File: src/verilog/hbridge_defines.svh
// Offsets of clear bits, field positions, reset values and fault filter timing.
`ifndef HBRIDGE_DEFINES_SVH
`define HBRIDGE_DEFINES_SVH

// ****************************************************
// Clock and timing
// ****************************************************
`define CLK_PERIOD_NS      100
`define OT_FILTER_NS       11000
`define TW_FILTER_NS       11000
`define UV_FILTER_NS       10000
`define OV_FILTER_NS       3000
`define SC_FILTER_NS       1000
`define OC_FILTER_NS       1000
// All times round down to whole cycles
`define OT_FILTER_CYC      (`OT_FILTER_NS / `CLK_PERIOD_NS)
`define TW_FILTER_CYC      (`TW_FILTER_NS / `CLK_PERIOD_NS)
`define UV_FILTER_CYC      (`UV_FILTER_NS / `CLK_PERIOD_NS)
`define OV_FILTER_CYC      (`OV_FILTER_NS / `CLK_PERIOD_NS)
`define SC_FILTER_CYC      (`SC_FILTER_NS / `CLK_PERIOD_NS)
`define OC_FILTER_CYC      (`OC_FILTER_NS / `CLK_PERIOD_NS)

// ****************************************************
// Clear-fault bit positions
// ****************************************************
`define CLR_OT             0
`define CLR_OC             1
`define CLR_OL             2
`define CLR_UV             3
`define CLR_OV             4
`define CLR_SCA            5
`define CLR_SCB            6
`define CLR_W              8

// ****************************************************
// Fault-status mask positions
// ****************************************************
`define FSM_UV             0
`define FSM_OV             1
`define FSM_OT             2
`define FSM_SC             3
`define FSM_W              4
`define FSM_RESET          4'hf

`endif

File: src/verilog/hbridge_pkg.sv
// Types shared by the bridge output and fault supervision modules.
`include "hbridge_defines.svh"

package hbridge_pkg;

    // ****************************************************
    // Filtered fault channels
    // ****************************************************
    typedef enum {
        CH_TW,
        CH_OT,
        CH_UV,
        CH_OV,
        CH_SCA,
        CH_SCB,
        CH_OC,
        CH_NUM
    } fault_ch_t;

    typedef logic [`CLR_W-1:0] clr_bits_t;
    typedef logic [`FSM_W-1:0] fs_mask_t;

    // Filter length in cycles for each channel
    function automatic int filter_cycles(input int ch);
        int cyc;
        cyc = `OC_FILTER_CYC;
        case (ch)
            CH_TW:   cyc = `TW_FILTER_CYC;
            CH_OT:   cyc = `OT_FILTER_CYC;
            CH_UV:   cyc = `UV_FILTER_CYC;
            CH_OV:   cyc = `OV_FILTER_CYC;
            CH_SCA:  cyc = `SC_FILTER_CYC;
            CH_SCB:  cyc = `SC_FILTER_CYC;
            default: cyc = `OC_FILTER_CYC;
        endcase
        if (cyc < 1) begin
            cyc = 1;
        end
        return cyc;
    endfunction : filter_cycles

endpackage : hbridge_pkg

File: src/verilog/fault_filter_if.sv
// Raw and filtered fault conditions passed between the supervisor and its filter bank.
`timescale 1ns/10ps

interface fault_filter_if #(
    parameter int NCH = 7
);
    logic [NCH-1:0] raw;   // Live comparator conditions
    logic [NCH-1:0] hit;   // Conditions that persisted for the full filter time

    modport supervisor (output raw, input hit);
    modport filter (input raw, output hit);
endinterface : fault_filter_if

File: src/verilog/fault_filter_bank.sv
// Bank of persistence counters that qualify each raw fault condition.
`timescale 1ns/10ps

module fault_filter_bank
    import hbridge_pkg::*;
#(
    parameter int NCH   = 7,
    parameter int CNT_W = 8
) (
    input  wire logic          clk_sys_i,
    input  wire logic          rst_i,
    fault_filter_if.filter     flt
);

    // ****************************************************
    // One counter per channel
    // ****************************************************
    genvar g;
    generate
        for (g = 0; g < NCH; g++) begin : g_ch
            localparam logic [CNT_W-1:0] LIMIT = CNT_W'(filter_cycles(g));
            logic [CNT_W-1:0] cnt_ff;   // Cycles the condition has persisted
            logic             hit_ff;   // Qualified condition

            // Count while the condition holds; any drop restarts the wait
            always_ff @(posedge clk_sys_i) begin
                if (rst_i) begin
                    cnt_ff <= '0;
                end else if (!flt.raw[g]) begin
                    cnt_ff <= '0;
                end else if (cnt_ff < LIMIT) begin
                    cnt_ff <= cnt_ff + CNT_W'(1);
                end
            end

            // Hit rises at full count, falls as soon as the condition goes
            always_ff @(posedge clk_sys_i) begin
                if (rst_i) begin
                    hit_ff <= 1'b0;
                end else begin
                    hit_ff <= flt.raw[g] && (cnt_ff >= LIMIT - CNT_W'(1));
                end
            end

            assign flt.hit[g] = hit_ff;
        end
    endgenerate

endmodule : fault_filter_bank

File: src/verilog/hbridge_output_fault_logic.sv
// Output control and fault supervision for an H-bridge or dual half-bridge driver.
//
// What this block does
// - Temperature warning never shuts outputs down.
// - Warning flag is live and self-clearing.
// - Filtered overtemperature latches outputs off, sets flag.
// - Kill toggle, enable toggle, or clear resets latches.
// - Drive needs enable high, kill low, allow set.
// - Source select swaps virtual inputs for pins.
// - Undervoltage tri-states outputs, pulls fault status low.
// - Undervoltage recovery restores outputs; status stays low.
// - H-bridge overvoltage forces both outputs high.
// - Overvoltage recovery follows inputs; status stays low.
// - Half-bridge overvoltage leaves outputs unchanged.
// - Short or overtemperature latches outputs tri-state.
// - H-bridge short disables both outputs together.
// - Half-bridge short disables only the faulted output.
// - H-bridge floating inputs give reverse or freewheel.
// - Mask bits choose which faults pull status.
// - Overtemperature flag clears only by its clear bit.
// - Warning detection active except in sleep.
// - Overcurrent only sets a latched flag.
// - Open-load check on normal entry or request, H-bridge only.
// - Half-bridge: each input drives its own output.
// - H-bridge: A direction, B PWM, low freewheels high.
`timescale 1ns/10ps
`include "hbridge_defines.svh"

module hbridge_output_fault_logic
    import hbridge_pkg::*;
(
    input  wire logic                  clk_sys_i,
    input  wire logic                  rst_i,
    input  wire logic                  chip_enable_in_i,
    input  wire logic                  output_kill_in_i,
    input  wire logic                  drive_input_a_i,
    input  wire logic                  drive_input_a_float_i,
    input  wire logic                  drive_input_b_i,
    input  wire logic                  drive_input_b_float_i,
    input  wire logic                  drive_allow_i,
    input  wire logic                  hbridge_mode_i,
    input  wire logic                  virtual_select_i,
    input  wire logic                  virtual_input_a_i,
    input  wire logic                  virtual_input_b_i,
    input  wire hbridge_pkg::fs_mask_t fs_mask_i,
    input  wire logic                  clear_fault_i,
    input  wire hbridge_pkg::clr_bits_t clear_bits_i,
    input  wire logic                  open_load_check_en_i,
    input  wire logic                  open_load_req_i,
    input  wire logic                  open_load_raw_i,
    input  wire logic                  temp_warn_raw_i,
    input  wire logic                  overtemp_raw_i,
    input  wire logic                  undervolt_raw_i,
    input  wire logic                  overvolt_raw_i,
    input  wire logic                  short_a_raw_i,
    input  wire logic                  short_b_raw_i,
    input  wire logic                  overcurrent_raw_i,
    output logic                       bridge_out_a_o,
    output logic                       bridge_out_a_oe_o,
    output logic                       bridge_out_b_o,
    output logic                       bridge_out_b_oe_o,
    output logic                       fault_status_n_o,
    output logic                       open_load_check_o,
    output logic                       temp_warning_flag_o,
    output logic                       overtemp_fault_flag_o,
    output logic                       overcurrent_flag_o,
    output logic                       open_load_flag_o,
    output logic                       undervolt_flag_o,
    output logic                       overvolt_flag_o,
    output logic                       short_a_flag_o,
    output logic                       short_b_flag_o
);

    import hbridge_pkg::*;

    // ****************************************************
    // Fault filters
    // ****************************************************
    localparam int NCH = CH_NUM;

    fault_filter_if #(.NCH(NCH)) flt ();   // Raw in, qualified out

    fault_filter_bank #(
        .NCH   (NCH),
        .CNT_W (8)
    ) u_filters (
        .clk_sys_i (clk_sys_i),
        .rst_i     (rst_i),
        .flt       (flt.filter)
    );

    logic sleep;        // Chip enable low or floating
    logic tw_hit;       // Qualified temperature warning
    logic ot_hit;       // Qualified overtemperature
    logic uv_hit;       // Qualified undervoltage
    logic ov_hit;       // Qualified overvoltage
    logic sca_hit;      // Qualified short on output A
    logic scb_hit;      // Qualified short on output B
    logic oc_hit;       // Qualified overcurrent

    assign sleep = !chip_enable_in_i;

    // Pack raw conditions; supervision that needs normal mode is gated by sleep
    always_comb begin
        flt.raw         = '0;
        flt.raw[CH_TW]  = temp_warn_raw_i && !sleep;
        flt.raw[CH_OT]  = overtemp_raw_i && !sleep;
        flt.raw[CH_UV]  = undervolt_raw_i && !sleep;
        flt.raw[CH_OV]  = overvolt_raw_i && !sleep;
        flt.raw[CH_SCA] = short_a_raw_i && !sleep;
        flt.raw[CH_SCB] = short_b_raw_i && !sleep;
        flt.raw[CH_OC]  = overcurrent_raw_i && !sleep;
    end

    assign tw_hit  = flt.hit[CH_TW];
    assign ot_hit  = flt.hit[CH_OT];
    assign uv_hit  = flt.hit[CH_UV];
    assign ov_hit  = flt.hit[CH_OV];
    assign sca_hit = flt.hit[CH_SCA];
    assign scb_hit = flt.hit[CH_SCB];
    assign oc_hit  = flt.hit[CH_OC];

    // ****************************************************
    // Reset events for latched output states
    // ****************************************************
    logic kill_d_ff;     // Kill pin one cycle ago
    logic enable_d_ff;   // Enable pin one cycle ago
    logic drive_on_d_ff; // Drive permission one cycle ago
    logic pin_reset;     // Kill released or enable raised
    logic clr;           // Clear-fault strobe
    logic drive_on;      // Device allowed to drive at all

    // Edge history of the control pins
    always_ff @(posedge clk_sys_i) begin
        if (rst_i) begin
            kill_d_ff     <= 1'b0;
            enable_d_ff   <= 1'b0;
            drive_on_d_ff <= 1'b0;
        end else begin
            kill_d_ff     <= output_kill_in_i;
            enable_d_ff   <= chip_enable_in_i;
            drive_on_d_ff <= drive_on;
        end
    end

    assign drive_on  = chip_enable_in_i && !output_kill_in_i && drive_allow_i;
    // A full toggle ends on the release edge, so that edge clears the latches
    assign pin_reset = (kill_d_ff && !output_kill_in_i)
                    || (!enable_d_ff && chip_enable_in_i);
    assign clr       = clear_fault_i;

    // ****************************************************
    // Latched output shutdowns
    // ****************************************************
    logic ot_off_ff;     // Outputs latched off by overtemperature
    logic sca_off_ff;    // Output A latched off by a short
    logic scb_off_ff;    // Output B latched off by a short
    logic any_sc;

    assign any_sc = sca_hit || scb_hit;

    // Overtemperature shutdown; a new hit wins over a clear in the same cycle
    always_ff @(posedge clk_sys_i) begin
        if (rst_i) begin
            ot_off_ff <= 1'b0;
        end else if (ot_hit) begin
            ot_off_ff <= 1'b1;
        end else if (pin_reset || clr) begin
            ot_off_ff <= 1'b0;
        end
    end

    // Short shutdowns: joint in H-bridge, per output in half-bridge
    always_ff @(posedge clk_sys_i) begin
        if (rst_i) begin
            sca_off_ff <= 1'b0;
            scb_off_ff <= 1'b0;
        end else if (hbridge_mode_i && any_sc) begin
            sca_off_ff <= 1'b1;
            scb_off_ff <= 1'b1;
        end else begin
            if (sca_hit) begin
                sca_off_ff <= 1'b1;
            end else if (pin_reset || clr) begin
                sca_off_ff <= 1'b0;
            end
            if (scb_hit) begin
                scb_off_ff <= 1'b1;
            end else if (pin_reset || clr) begin
                scb_off_ff <= 1'b0;
            end
        end
    end

    // ****************************************************
    // Input selection and decoding
    // ****************************************************
    logic in_a;          // Selected direction or A input
    logic in_b;          // Selected PWM or B input
    logic a_float;       // Physical A disconnected
    logic b_float;       // Physical B disconnected
    logic dec_a;         // Decoded level for output A
    logic dec_b;         // Decoded level for output B

    // Virtual inputs displace the pins, and floating only applies to the pins
    always_comb begin
        in_a    = virtual_select_i ? virtual_input_a_i : drive_input_a_i;
        in_b    = virtual_select_i ? virtual_input_b_i : drive_input_b_i;
        a_float = !virtual_select_i && drive_input_a_float_i;
        b_float = !virtual_select_i && drive_input_b_float_i;
        if (b_float) begin
            in_b = 1'b0;
        end
    end

    // Truth-table decode for both topologies
    always_comb begin
        dec_a = 1'b0;
        dec_b = 1'b0;
        if (!hbridge_mode_i) begin
            dec_a = a_float ? 1'b0 : in_a;
            dec_b = in_b;
        end else if (a_float) begin
            dec_a = !in_b;
            dec_b = 1'b1;
        end else if (!in_b) begin
            dec_a = 1'b1;
            dec_b = 1'b1;
        end else begin
            dec_a = in_a;
            dec_b = !in_a;
        end
        // Overvoltage braking in H-bridge only; half-bridge keeps its decode
        if (hbridge_mode_i && ov_hit) begin
            dec_a = 1'b1;
            dec_b = 1'b1;
        end
    end

    // ****************************************************
    // Output stage
    // ****************************************************
    logic common_ok;     // No condition that idles both outputs

    // Warning is deliberately absent here: it must never stop the bridge
    assign common_ok = drive_on && !uv_hit && !ot_off_ff;

    // Registered drive levels and enables
    always_ff @(posedge clk_sys_i) begin
        if (rst_i) begin
            bridge_out_a_o    <= 1'b0;
            bridge_out_b_o    <= 1'b0;
            bridge_out_a_oe_o <= 1'b0;
            bridge_out_b_oe_o <= 1'b0;
        end else begin
            bridge_out_a_o    <= dec_a;
            bridge_out_b_o    <= dec_b;
            bridge_out_a_oe_o <= common_ok && !sca_off_ff;
            bridge_out_b_oe_o <= common_ok && !scb_off_ff;
        end
    end

    // ****************************************************
    // Fault status pin
    // ****************************************************
    logic fs_set;        // Masked fault that pulls status low
    logic fs_latch_ff;   // Status latched low until reset event

    assign fs_set = (fs_mask_i[`FSM_UV] && uv_hit)
                 || (fs_mask_i[`FSM_OV] && ov_hit)
                 || (fs_mask_i[`FSM_OT] && ot_hit)
                 || (fs_mask_i[`FSM_SC] && any_sc);

    // Latched low indication; a fresh fault wins over a reset event
    always_ff @(posedge clk_sys_i) begin
        if (rst_i) begin
            fs_latch_ff <= 1'b0;
        end else if (fs_set) begin
            fs_latch_ff <= 1'b1;
        end else if (pin_reset || clr) begin
            fs_latch_ff <= 1'b0;
        end
    end

    // Sleep reads high, kill or allow low reads low, otherwise the latch decides
    always_ff @(posedge clk_sys_i) begin
        if (rst_i) begin
            fault_status_n_o <= 1'b1;
        end else if (sleep) begin
            fault_status_n_o <= 1'b1;
        end else if (output_kill_in_i || !drive_allow_i) begin
            fault_status_n_o <= 1'b0;
        end else begin
            fault_status_n_o <= !(fs_latch_ff || fs_set);
        end
    end

    // ****************************************************
    // Status flags
    // ****************************************************
    // Live warning, no memory, so a read always sees the present state
    always_ff @(posedge clk_sys_i) begin
        if (rst_i) begin
            temp_warning_flag_o <= 1'b0;
        end else begin
            temp_warning_flag_o <= tw_hit;
        end
    end

    // Latched flags: each clears only through its own clear bit, set wins
    always_ff @(posedge clk_sys_i) begin
        if (rst_i) begin
            overtemp_fault_flag_o <= 1'b0;
            overcurrent_flag_o    <= 1'b0;
            undervolt_flag_o      <= 1'b0;
            overvolt_flag_o       <= 1'b0;
            short_a_flag_o        <= 1'b0;
            short_b_flag_o        <= 1'b0;
        end else begin
            // Clearing while still hot keeps the flag set
            overtemp_fault_flag_o <= ot_hit
                || (overtemp_fault_flag_o && !(clr && clear_bits_i[`CLR_OT]));
            overcurrent_flag_o    <= oc_hit
                || (overcurrent_flag_o && !(clr && clear_bits_i[`CLR_OC]));
            undervolt_flag_o      <= uv_hit
                || (undervolt_flag_o && !(clr && clear_bits_i[`CLR_UV]));
            overvolt_flag_o       <= ov_hit
                || (overvolt_flag_o && !(clr && clear_bits_i[`CLR_OV]));
            short_a_flag_o        <= sca_hit
                || (short_a_flag_o && !(clr && clear_bits_i[`CLR_SCA]));
            short_b_flag_o        <= scb_hit
                || (short_b_flag_o && !(clr && clear_bits_i[`CLR_SCB]));
        end
    end

    // ****************************************************
    // Open-load check
    // ****************************************************
    logic ol_start;      // Entry to drive or host request

    // Only meaningful across a full bridge, so half-bridge never starts it
    assign ol_start = hbridge_mode_i && open_load_check_en_i
                   && ((drive_on && !drive_on_d_ff) || open_load_req_i);

    // One-cycle check strobe; the comparator is sampled while it stands
    always_ff @(posedge clk_sys_i) begin
        if (rst_i) begin
            open_load_check_o <= 1'b0;
        end else begin
            open_load_check_o <= ol_start;
        end
    end

    // Information only: the flag never touches the outputs
    always_ff @(posedge clk_sys_i) begin
        if (rst_i) begin
            open_load_flag_o <= 1'b0;
        end else begin
            open_load_flag_o <= (open_load_check_o && open_load_raw_i)
                || (open_load_flag_o && !(clr && clear_bits_i[`CLR_OL]));
        end
    end

endmodule : hbridge_output_fault_logic

File: config.mk
export PLATFORM = sky130hd
export DESIGN_NAME = hbridge_output_fault_logic
export DESIGN_NICKNAME = d
export VERILOG_FILES = /design/src/verilog/hbridge_pkg.sv /design/src/verilog/fault_filter_if.sv /design/src/verilog/fault_filter_bank.sv /design/src/verilog/hbridge_output_fault_logic.sv
export VERILOG_INCLUDE_DIRS = /design/src /design/src/verilog
export SDC_FILE = /design/constraint.sdc
export NUM_CORES = 1
export LEC_CHECK = 0
export BUFFER_PORTS_ARGS = -buffer_cell sky130_fd_sc_hd__buf_2
export CAP_MARGIN = 30
export CORE_ASPECT_RATIO = 1.5
export CORE_UTILIZATION = 56
export CTS_CLUSTER_DIAMETER = 200
export DETAILED_ROUTE_END_ITERATION = 16
export GPL_ROUTABILITY_DRIVEN = 1
export MAX_ROUTING_LAYER = met4
export PLACE_DENSITY = 0.78
export SKIP_LAST_GASP = 1
export SLEW_MARGIN = 20
export SYNTH_ARGS = -nofsm -noshare
export SYNTH_HDL_FRONTEND = slang
export SYNTH_SLANG_ARGS = --single-unit
export TNS_END_PERCENT = 10
File: constraint.sdc
create_clock -name clk_sys_i -period 1.5 [get_ports clk_sys_i]
set_input_delay 0.3 -clock clk_sys_i [delete_from_list [all_inputs] [get_ports clk_sys_i]]
set_output_delay 0.3 -clock clk_sys_i [all_outputs]
set_load 0.005 [all_outputs]
==> results.md, run 1 <==
- Clock buffer depth: 2
- Synthesized net count: 440
- Largest regs: u_filters.g_ch.cnt_ff x56, u_filters.g_ch.hit_ff x7
- # H-tree levels: 3
- Via count: 2,934
- Rel. slew slack: 0.7064
- Most used DFF post-synth: dfxtp_1
- Worst hold margin: 158.2 ps
- Crit path max fanout: 6
- Post-synthesis area per instance: 9.139 um^2
- Commonest non-fill, non-tap cell in the layout: dfxtp_1
- Vias in the first global route: 2,726
- Pleak: 0.001795 uW
- Placed wire-length estimate: 5.058 mm
- CTS buffer count: 9
- Initial Util: 0.5780
- Top post-synthesis cells by area: dfxtp_1 (48%), ha_1 (6.8%), nor2_1 (4.8%), a21oi_1 (4.3%), nand2_1 (4.3%)
- Post-synthesis adder-cell area fraction: 0.06757
- Cell count after synthesis: 385
- Core area: 6087 um^2
- Worst-Skew Late Latency: 360 ps
- Via-per-instance ratio: 5.557
- R2R Path Start: u_filters.g_ch[0].cnt_ff[1]
- Simple-gate portion of the synthesized area: 0.2393
- Crit end category: flop
- Share of cells above drive strength 1: 0.2031
- Global-route wire length before repair: 11.75 mm
- WL/cell: 13.28 um
- Synth-to-layout area growth: 17.25%
- Area leader, netlist: dfxtp_1
- Worst setup path start: u_filters.g_ch[0].cnt_ff[1]
- Critical Path RT: 1760 ps
- Register area share after synthesis: 0.4780
- Max frequency: 708.9 MHz
- Synth Area in XOR/XNOR: 0.02738
- Initial antenna violation count: 1
- Reg2Reg Depth: 5
- Number of post-CTS setup repair buffers: 0
- Fin. Hold Viols: 0
- Clock-pin slew of the registers on the worst-case setup and hold paths: 90 ps
- Met3 usage: 0.04398
- Drt pass-1 iters: 4
- Root Buffer: clkbuf_8
- HP Start: open_load_check_en_i
- Crit path max-delay family: simple AND/OR/NAND/NOR gates
- DRT antenna net count: 0
- Compound-cell area share of the yosys netlist: 0.1447
- RR Endpoint: u_filters.g_ch[0].cnt_ff[4]
- Distinct cell type count of the synthesized netlist: 47
- Multiplexer share of the synthesized area: 0.005690
- Tot Pwr: 4241 uW
- Least-Margin Pin Slew: 438.4 ps
- Status: completed
- Clock Skew: 7.928 ps
- NumNets Final: 503
- FILL cells: 507
- Number of synthesized register bits: 84
- Top-area cell type share of the netlist area: 0.4780
- Hold Path Stages: 3
- Sink Count: 84
- Worst vdd ir: 0.0006470 V
- Worst hold path type: in2reg
- Worst path slowest cell: dfxtp_2
- Max-Cap Viols: 0
- Routability congestion estimate: 0.8413
- Total Wirelength: 7.013 mm
- IO Count: 50
- CP startpoint kind: flop
- Worst Path Buf+Inv: 0
- Die Ht: 99.08 um
- Iteration-0 DRC count of the detailed router: 167
- Input/output buffers: 48
- Max reg flops: 56
- Minimum clock period: 1411 ps
- Delay of the slowest critical-path stage: 390 ps
- Most flops, register: u_filters.g_ch.cnt_ff
- Cell Pwr Density: 1028 nW/um^2
- Reg2reg setup slack: 90 ps
- Die X: 66.72 um
- CTS tree: built
- Fin util: 0.6777
- Post-Syn Area: 3518 um^2
- Critical-path cell list: ha_1 > nor2b_1 > and3_1 > a21oi_1 > a311oi_1
- Final Slew Violations: 0
- Hold Crit Endpoint: open_load_check_o
- DRC Markers: 0
- GRT Util Overall: 0.2398
- Post-synth EDFFs: 0
- Warnings from Yosys: 0
- Die area: 6610 um^2
- Period utilization: 0.9404
- Met2 GRT Util: 0.3924
- # rows: 35
- Most frequent cells in the layout: dfxtp_1 (81), buf_2 (48), nor2_1 (45)
- Asr flop ratio synth: 0
- Grt ovf: 0
- RSZ-0062 raised after global routing: true
- Critical path class: reg2reg
- Largest net degree at the start of global routing: 25
- Largest family of logic cells by synthesized area: simple AND/OR/NAND/NOR gates
- GR peak layer: met2
- Grt met1 use: 0.2679
- Final setup fails: 0
- Critical Path AT: 1670 ps
logic make-up (layout without fill, tap and decap cells):
family / after synthesis / after routing
multiplexers: 2 / 2
other: 0 / 1
XOR/XNOR: 11 / 11
buffers and inverters: 27 / 95
AO/OA/AOI/OAI: 79 / 79
AND/OR/NAND/NOR: 163 / 163
flip-flops: 84 / 84
adder cells (fa/ha/maj): 19 / 19
worst max path at each step:
| stage | end | slack (ps) | cells after the start |
|---|---|---|---|
| global route | u_filters.g_ch[0].cnt_ff[4] | -20 | 5 |
| CTS | u_filters.g_ch[0].cnt_ff[4] | 10 | 5 |
| detailed placement | u_filters.g_ch[0].cnt_ff[4] | 40 | 5 |
| finish | u_filters.g_ch[0].cnt_ff[4] | 90 | 5 |
| global placement | u_filters.g_ch[1].cnt_ff[3] | 100 | 5 |
| floorplan | u_filters.g_ch[1].hit_ff | 190 | 5 |
stage by stage:
step | worst slack, ps | area (um^2) | instances | TNS (ps)
4_1_cts | 13.41 | 4119 | 527 | 0
5_1_grt | -20.39 | 4125 | 528 | -20.39
6_report | 89.44 | 4125 | 528 | 0
3_3_place_gp | 104.5 | 3894 | 511 | 0
3_5_place_dp | 40.25 | 3894 | 511 | 0
2_1_floorplan | 187.1 | 3518 | 385 | 0
report_power, final:
group	internal, uW	switching, uW
clock network	982	803
registers	2250	14.2
logic	88.9	103
per-layer routing:
layer | up-vias | share of wire
met4 | 0 | 0.028
li1 | 1483 | -
met3 | 17 | 0.055
met1 | 1356 | 0.42
met5 | - | 0
met2 | 78 | 0.50
synth_stat cells (4+ instances only):
master and n:
nor2_1 45, buf_6 4, nand2b_1 5, clkbuf_1 4, a311oi_1 4, and4b_1 5, nor3_1 8, xnor2_1 8
a31oi_1 10, dfxtp_1 84, and3_1 23, nand2_1 40, nor2b_1 4, inv_1 19, o21ai_0 12, nor3b_1 4
a21oi_1 30, nand3_1 12, ha_1 19
area by class of cell:
class	count	area [um^2]	area share
timing repair buffer	60	342.8	0.08311
multi-input combinational	274	1705	0.4134
clock inverter	6	87.58	0.02123
sequential	84	1685	0.4086
inverter	19	71.32	0.01729
clock buffer	10	137.6	0.03336
tap	74	92.59	0.02244
antenna	1	2.502	0.0006066
timing repair:
action                                 4_1_cts  5_1_grt
hold buffers                                 0        0
gates resized for setup                      0        3
setup endpoints to repair                    0        3
endpoints found under the hold margin        0        0
worst reg2reg max path: stages (launching register included):
cell	delay (ps)
dfxtp_2	390
ha_1	150
nor2b_1	190
and3_1	230
a21oi_1	80
a311oi_1	270
(Power assumes the default switching activity.)
==> inputs of run 2 (changes only) <==
CORE_UTILIZATION = 25   (was 56)
PLACE_DENSITY = not set   (was 0.78)
==> run 2 against run 1 <==
Critical path depth did not move. Total power rose by 6.5%. Clock power grew 15%. First-iteration DRC count is 43% lower. Cell count increased by 17%. Critical endpoint is now u_filters.g_ch[1].hit_ff. Core utilization is 36 points lower. Largest power group unchanged. Hold slack improved by 26 ps. Setup slack worse by 14 ps. Design area rose by 4.1%. Sequential cell count unchanged. Wire length rose by 4.8%. Via count shrank 0.55%.
==> results.md, run 2 (synthesis gave the netlist of run 1 again) <==
- CTS tree: built (unchanged)
- Worst-Skew Late Latency: 330 ps (was 360 ps)
- Fin. Hold Viols: 0 (unchanged)
- Worst hold margin: 184.1 ps (was 158.2 ps)
- Clock buffer depth: 2 (unchanged)
- CP startpoint kind: flop (unchanged)
- Most frequent cells in the layout: dfxtp_1 (82), buf_2 (48), nor2_1 (45) (was dfxtp_1 (81), buf_2 (48), nor2_1 (45))
- Largest regs: u_filters.g_ch.cnt_ff x56, u_filters.g_ch.hit_ff x7 (unchanged)
- Least-Margin Pin Slew: 528.0 ps (was 438.4 ps)
- Die area: 14,560 um^2 (was 6610 um^2)
- CTS buffer count: 9 (unchanged)
- Pleak: 0.001819 uW (was 0.001795 uW)
- Max-Cap Viols: 0 (unchanged)
- DRC Markers: 0 (unchanged)
- GRT Util Overall: 0.1072 (was 0.2398)
- Worst path slowest cell: dfxtp_1 (was dfxtp_2)
- Final instance area: 4295 um^2 (was 4125 um^2)
- Critical-path cell list: inv_1 > ha_1 > nor2b_1 > or4_4 > a21oi_2 (was ha_1 > nor2b_1 > and3_1 > a21oi_1 > a311oi_1)
- # H-tree levels: 3 (unchanged)
- R2R Path Start: u_filters.g_ch[1].cnt_ff[1] (was u_filters.g_ch[0].cnt_ff[1])
- Hold_buf cts: 0 (unchanged)
- Final Slew Violations: 0 (unchanged)
- Die X: 98.86 um (was 66.72 um)
- Fin util: 0.3159 (was 0.6777)
- Vias in the first global route: 2,765 (was 2,726)
- Worst hold path type: in2reg (unchanged)
- Die Ht: 147.3 um (was 99.08 um)
- Share of power burned in registers: 0.502 (was 0.534)
- Worst vdd ir: 0.0006715 V (was 0.0006470 V)
- Worst setup path start: u_filters.g_ch[1].cnt_ff[1] (was u_filters.g_ch[0].cnt_ff[1])
- Period utilization: 0.9500 (was 0.9404)
- Share of cells above drive strength 1: 0.1982 (was 0.2031)
- HP Start: open_load_check_en_i (unchanged)
- Via-per-instance ratio: 4.737 (was 5.557)
- DRT antenna net count: 0 (unchanged)
- Global-route wire length before repair: 12.07 mm (was 11.75 mm)
- FILL cells: 1,374 (was 507)
- Clock-pin slew of the registers on the worst-case setup and hold paths: 60 ps (was 90 ps)
- Critical Path AT: 1690 ps (was 1670 ps)
- Tot Pwr: 4516 uW (was 4241 uW)
- Most flops, register: u_filters.g_ch.cnt_ff (unchanged)
- Minimum clock period: 1425 ps (was 1411 ps)
- Delay of the slowest critical-path stage: 420 ps (was 390 ps)
- Final Instance Count excl. Fillers: 616 (was 528)
- Drt pass-1 iters: 4 (unchanged)
- Commonest non-fill, non-tap cell in the layout: dfxtp_1 (unchanged)
- Net Switching: 962.0 uW (was 920.3 uW)
- Total Wirelength: 7.349 mm (was 7.013 mm)
- Clock Skew: 5.411 ps (was 7.928 ps)
- Max reg flops: 56 (unchanged)
- Switching Share: 0.2130 (was 0.2170)
- Clock share of power: 0.455 (was 0.421)
- Crit path max fanout: 6 (unchanged)
- # rows: 52 (was 35)
- Largest net degree at the start of global routing: 25 (unchanged)
- Diodes inserted: 0 (was 1)
- Critical Path RT: 1760 ps (about the same)
- Root Buffer: clkbuf_16 (was clkbuf_8)
- Synth-to-layout area growth: 22.08% (was 17.25%)
- Cell Pwr Density: 1051 nW/um^2 (was 1028 nW/um^2)
- Crit end category: flop (unchanged)
- Final setup fails: 0 (unchanged)
- Critical path class: reg2reg (unchanged)
- Initial antenna violation count: 0 (was 1)
- Iteration-0 DRC count of the detailed router: 95 (was 167)
- IO Count: 50 (unchanged)
- Grt ovf: 0 (unchanged)
- Core area: 13,600 um^2 (was 6087 um^2)
- Dpl cells: 600 (was 511)
- Placed wire-length estimate: 5.537 mm (was 5.058 mm)
- Max frequency: 701.8 MHz (was 708.9 MHz)
- Input/output buffers: 48 (unchanged)
- WL/cell: 11.93 um (was 13.28 um)
- RSZ-0062 raised after global routing: true (unchanged)
- NumNets Final: 504 (was 503)
- Placed cell area: 4011 um^2 (was 3894 um^2)
- Crit path max-delay family: simple AND/OR/NAND/NOR gates (unchanged)
- Worst Path Buf+Inv: 1 (was 0)
- Internal power: 3554 uW (was 3321 uW)
- Comb pwr share: 0.043 (was 0.045)
- Rel. slew slack: 0.6480 (was 0.7064)
- Via count: 2,918 (was 2,934)
- Sink Count: 84 (unchanged)
- Routability congestion estimate: 0.7703 (was 0.8413)
- Initial Util: 0.2587 (was 0.5780)
- Status: completed (unchanged)
## run 2: cell types whose count changed in the layout (fill, tap and decap cells not counted), moves of 2 or more
cell | before | now
clkbuf_16 | 0 | 9
clkbuf_8 | 10 | 2
bufinv_16 | 2 | 0
clkbuf_1 | 0 | 2
## run 2: worst paths after layout
path,slack [ps],endpoint,cells after the start
max,80,u_filters.g_ch[1].hit_ff,5
min,180,open_load_check_o,3
max reg2reg,80,u_filters.g_ch[1].hit_ff,5
min reg2reg,420,bridge_out_b_oe_o,1
## run 2: timing repair
item | CTS | global route
buffers inserted | 0 | 0
resized for setup | 0 | 2
setup endpoints to repair | 0 | 3
## run 2: metrics by stage
step                      setup slack, ps  TNS [ps]
after floorplan                     187.1         0
after global placement              104.4         0
after detailed placement            18.14         0
after CTS                           69.74         0
after global routing               -12.02    -12.02
final                               75.05         0
## run 2: worst reg2reg max path, stage by stage, from the launching register on
cell,delay (ps)
dfxtp_1,420
inv_1,90
ha_1,180
nor2b_1,120
or4_4,410
a21oi_2,130
## run 2: final cells by class
| type | count | area (um^2) | share of cell area |
|---|---|---|---|
| sequential | 84 | 1684 | 0.3921 |
| clock inverter | 3 | 21.27 | 0.004952 |
| inverter | 19 | 71.32 | 0.01660 |
| timing repair buffer | 61 | 350.3 | 0.08156 |
| tap | 162 | 202.7 | 0.04719 |
| multi-input combinational | 274 | 1705 | 0.3970 |
| clock buffer | 13 | 260.3 | 0.06059 |
## run 2: power by group through the flow
stage | clock network, uW | registers (uW) | logic, uW
after floorplan | 0 | 2310 | 95.2
final | 2060 | 2270 | 192
after global placement | 0 | 2320 | 188
after global routing | 2210 | 2270 | 216
after detailed placement | 0 | 2320 | 195
after CTS | 2130 | 2270 | 196
## run 2: layer usage
layer / vias to the layer above / global-route usage / share of wire
li1: 1476 / - / -
met1: 1363 / 0.1184 / 0.46
met2: 65 / 0.1850 / 0.48
met3: 14 / 0.02331 / 0.037
met4: 0 / 0.04478 / 0.019
met5: - / - / 0
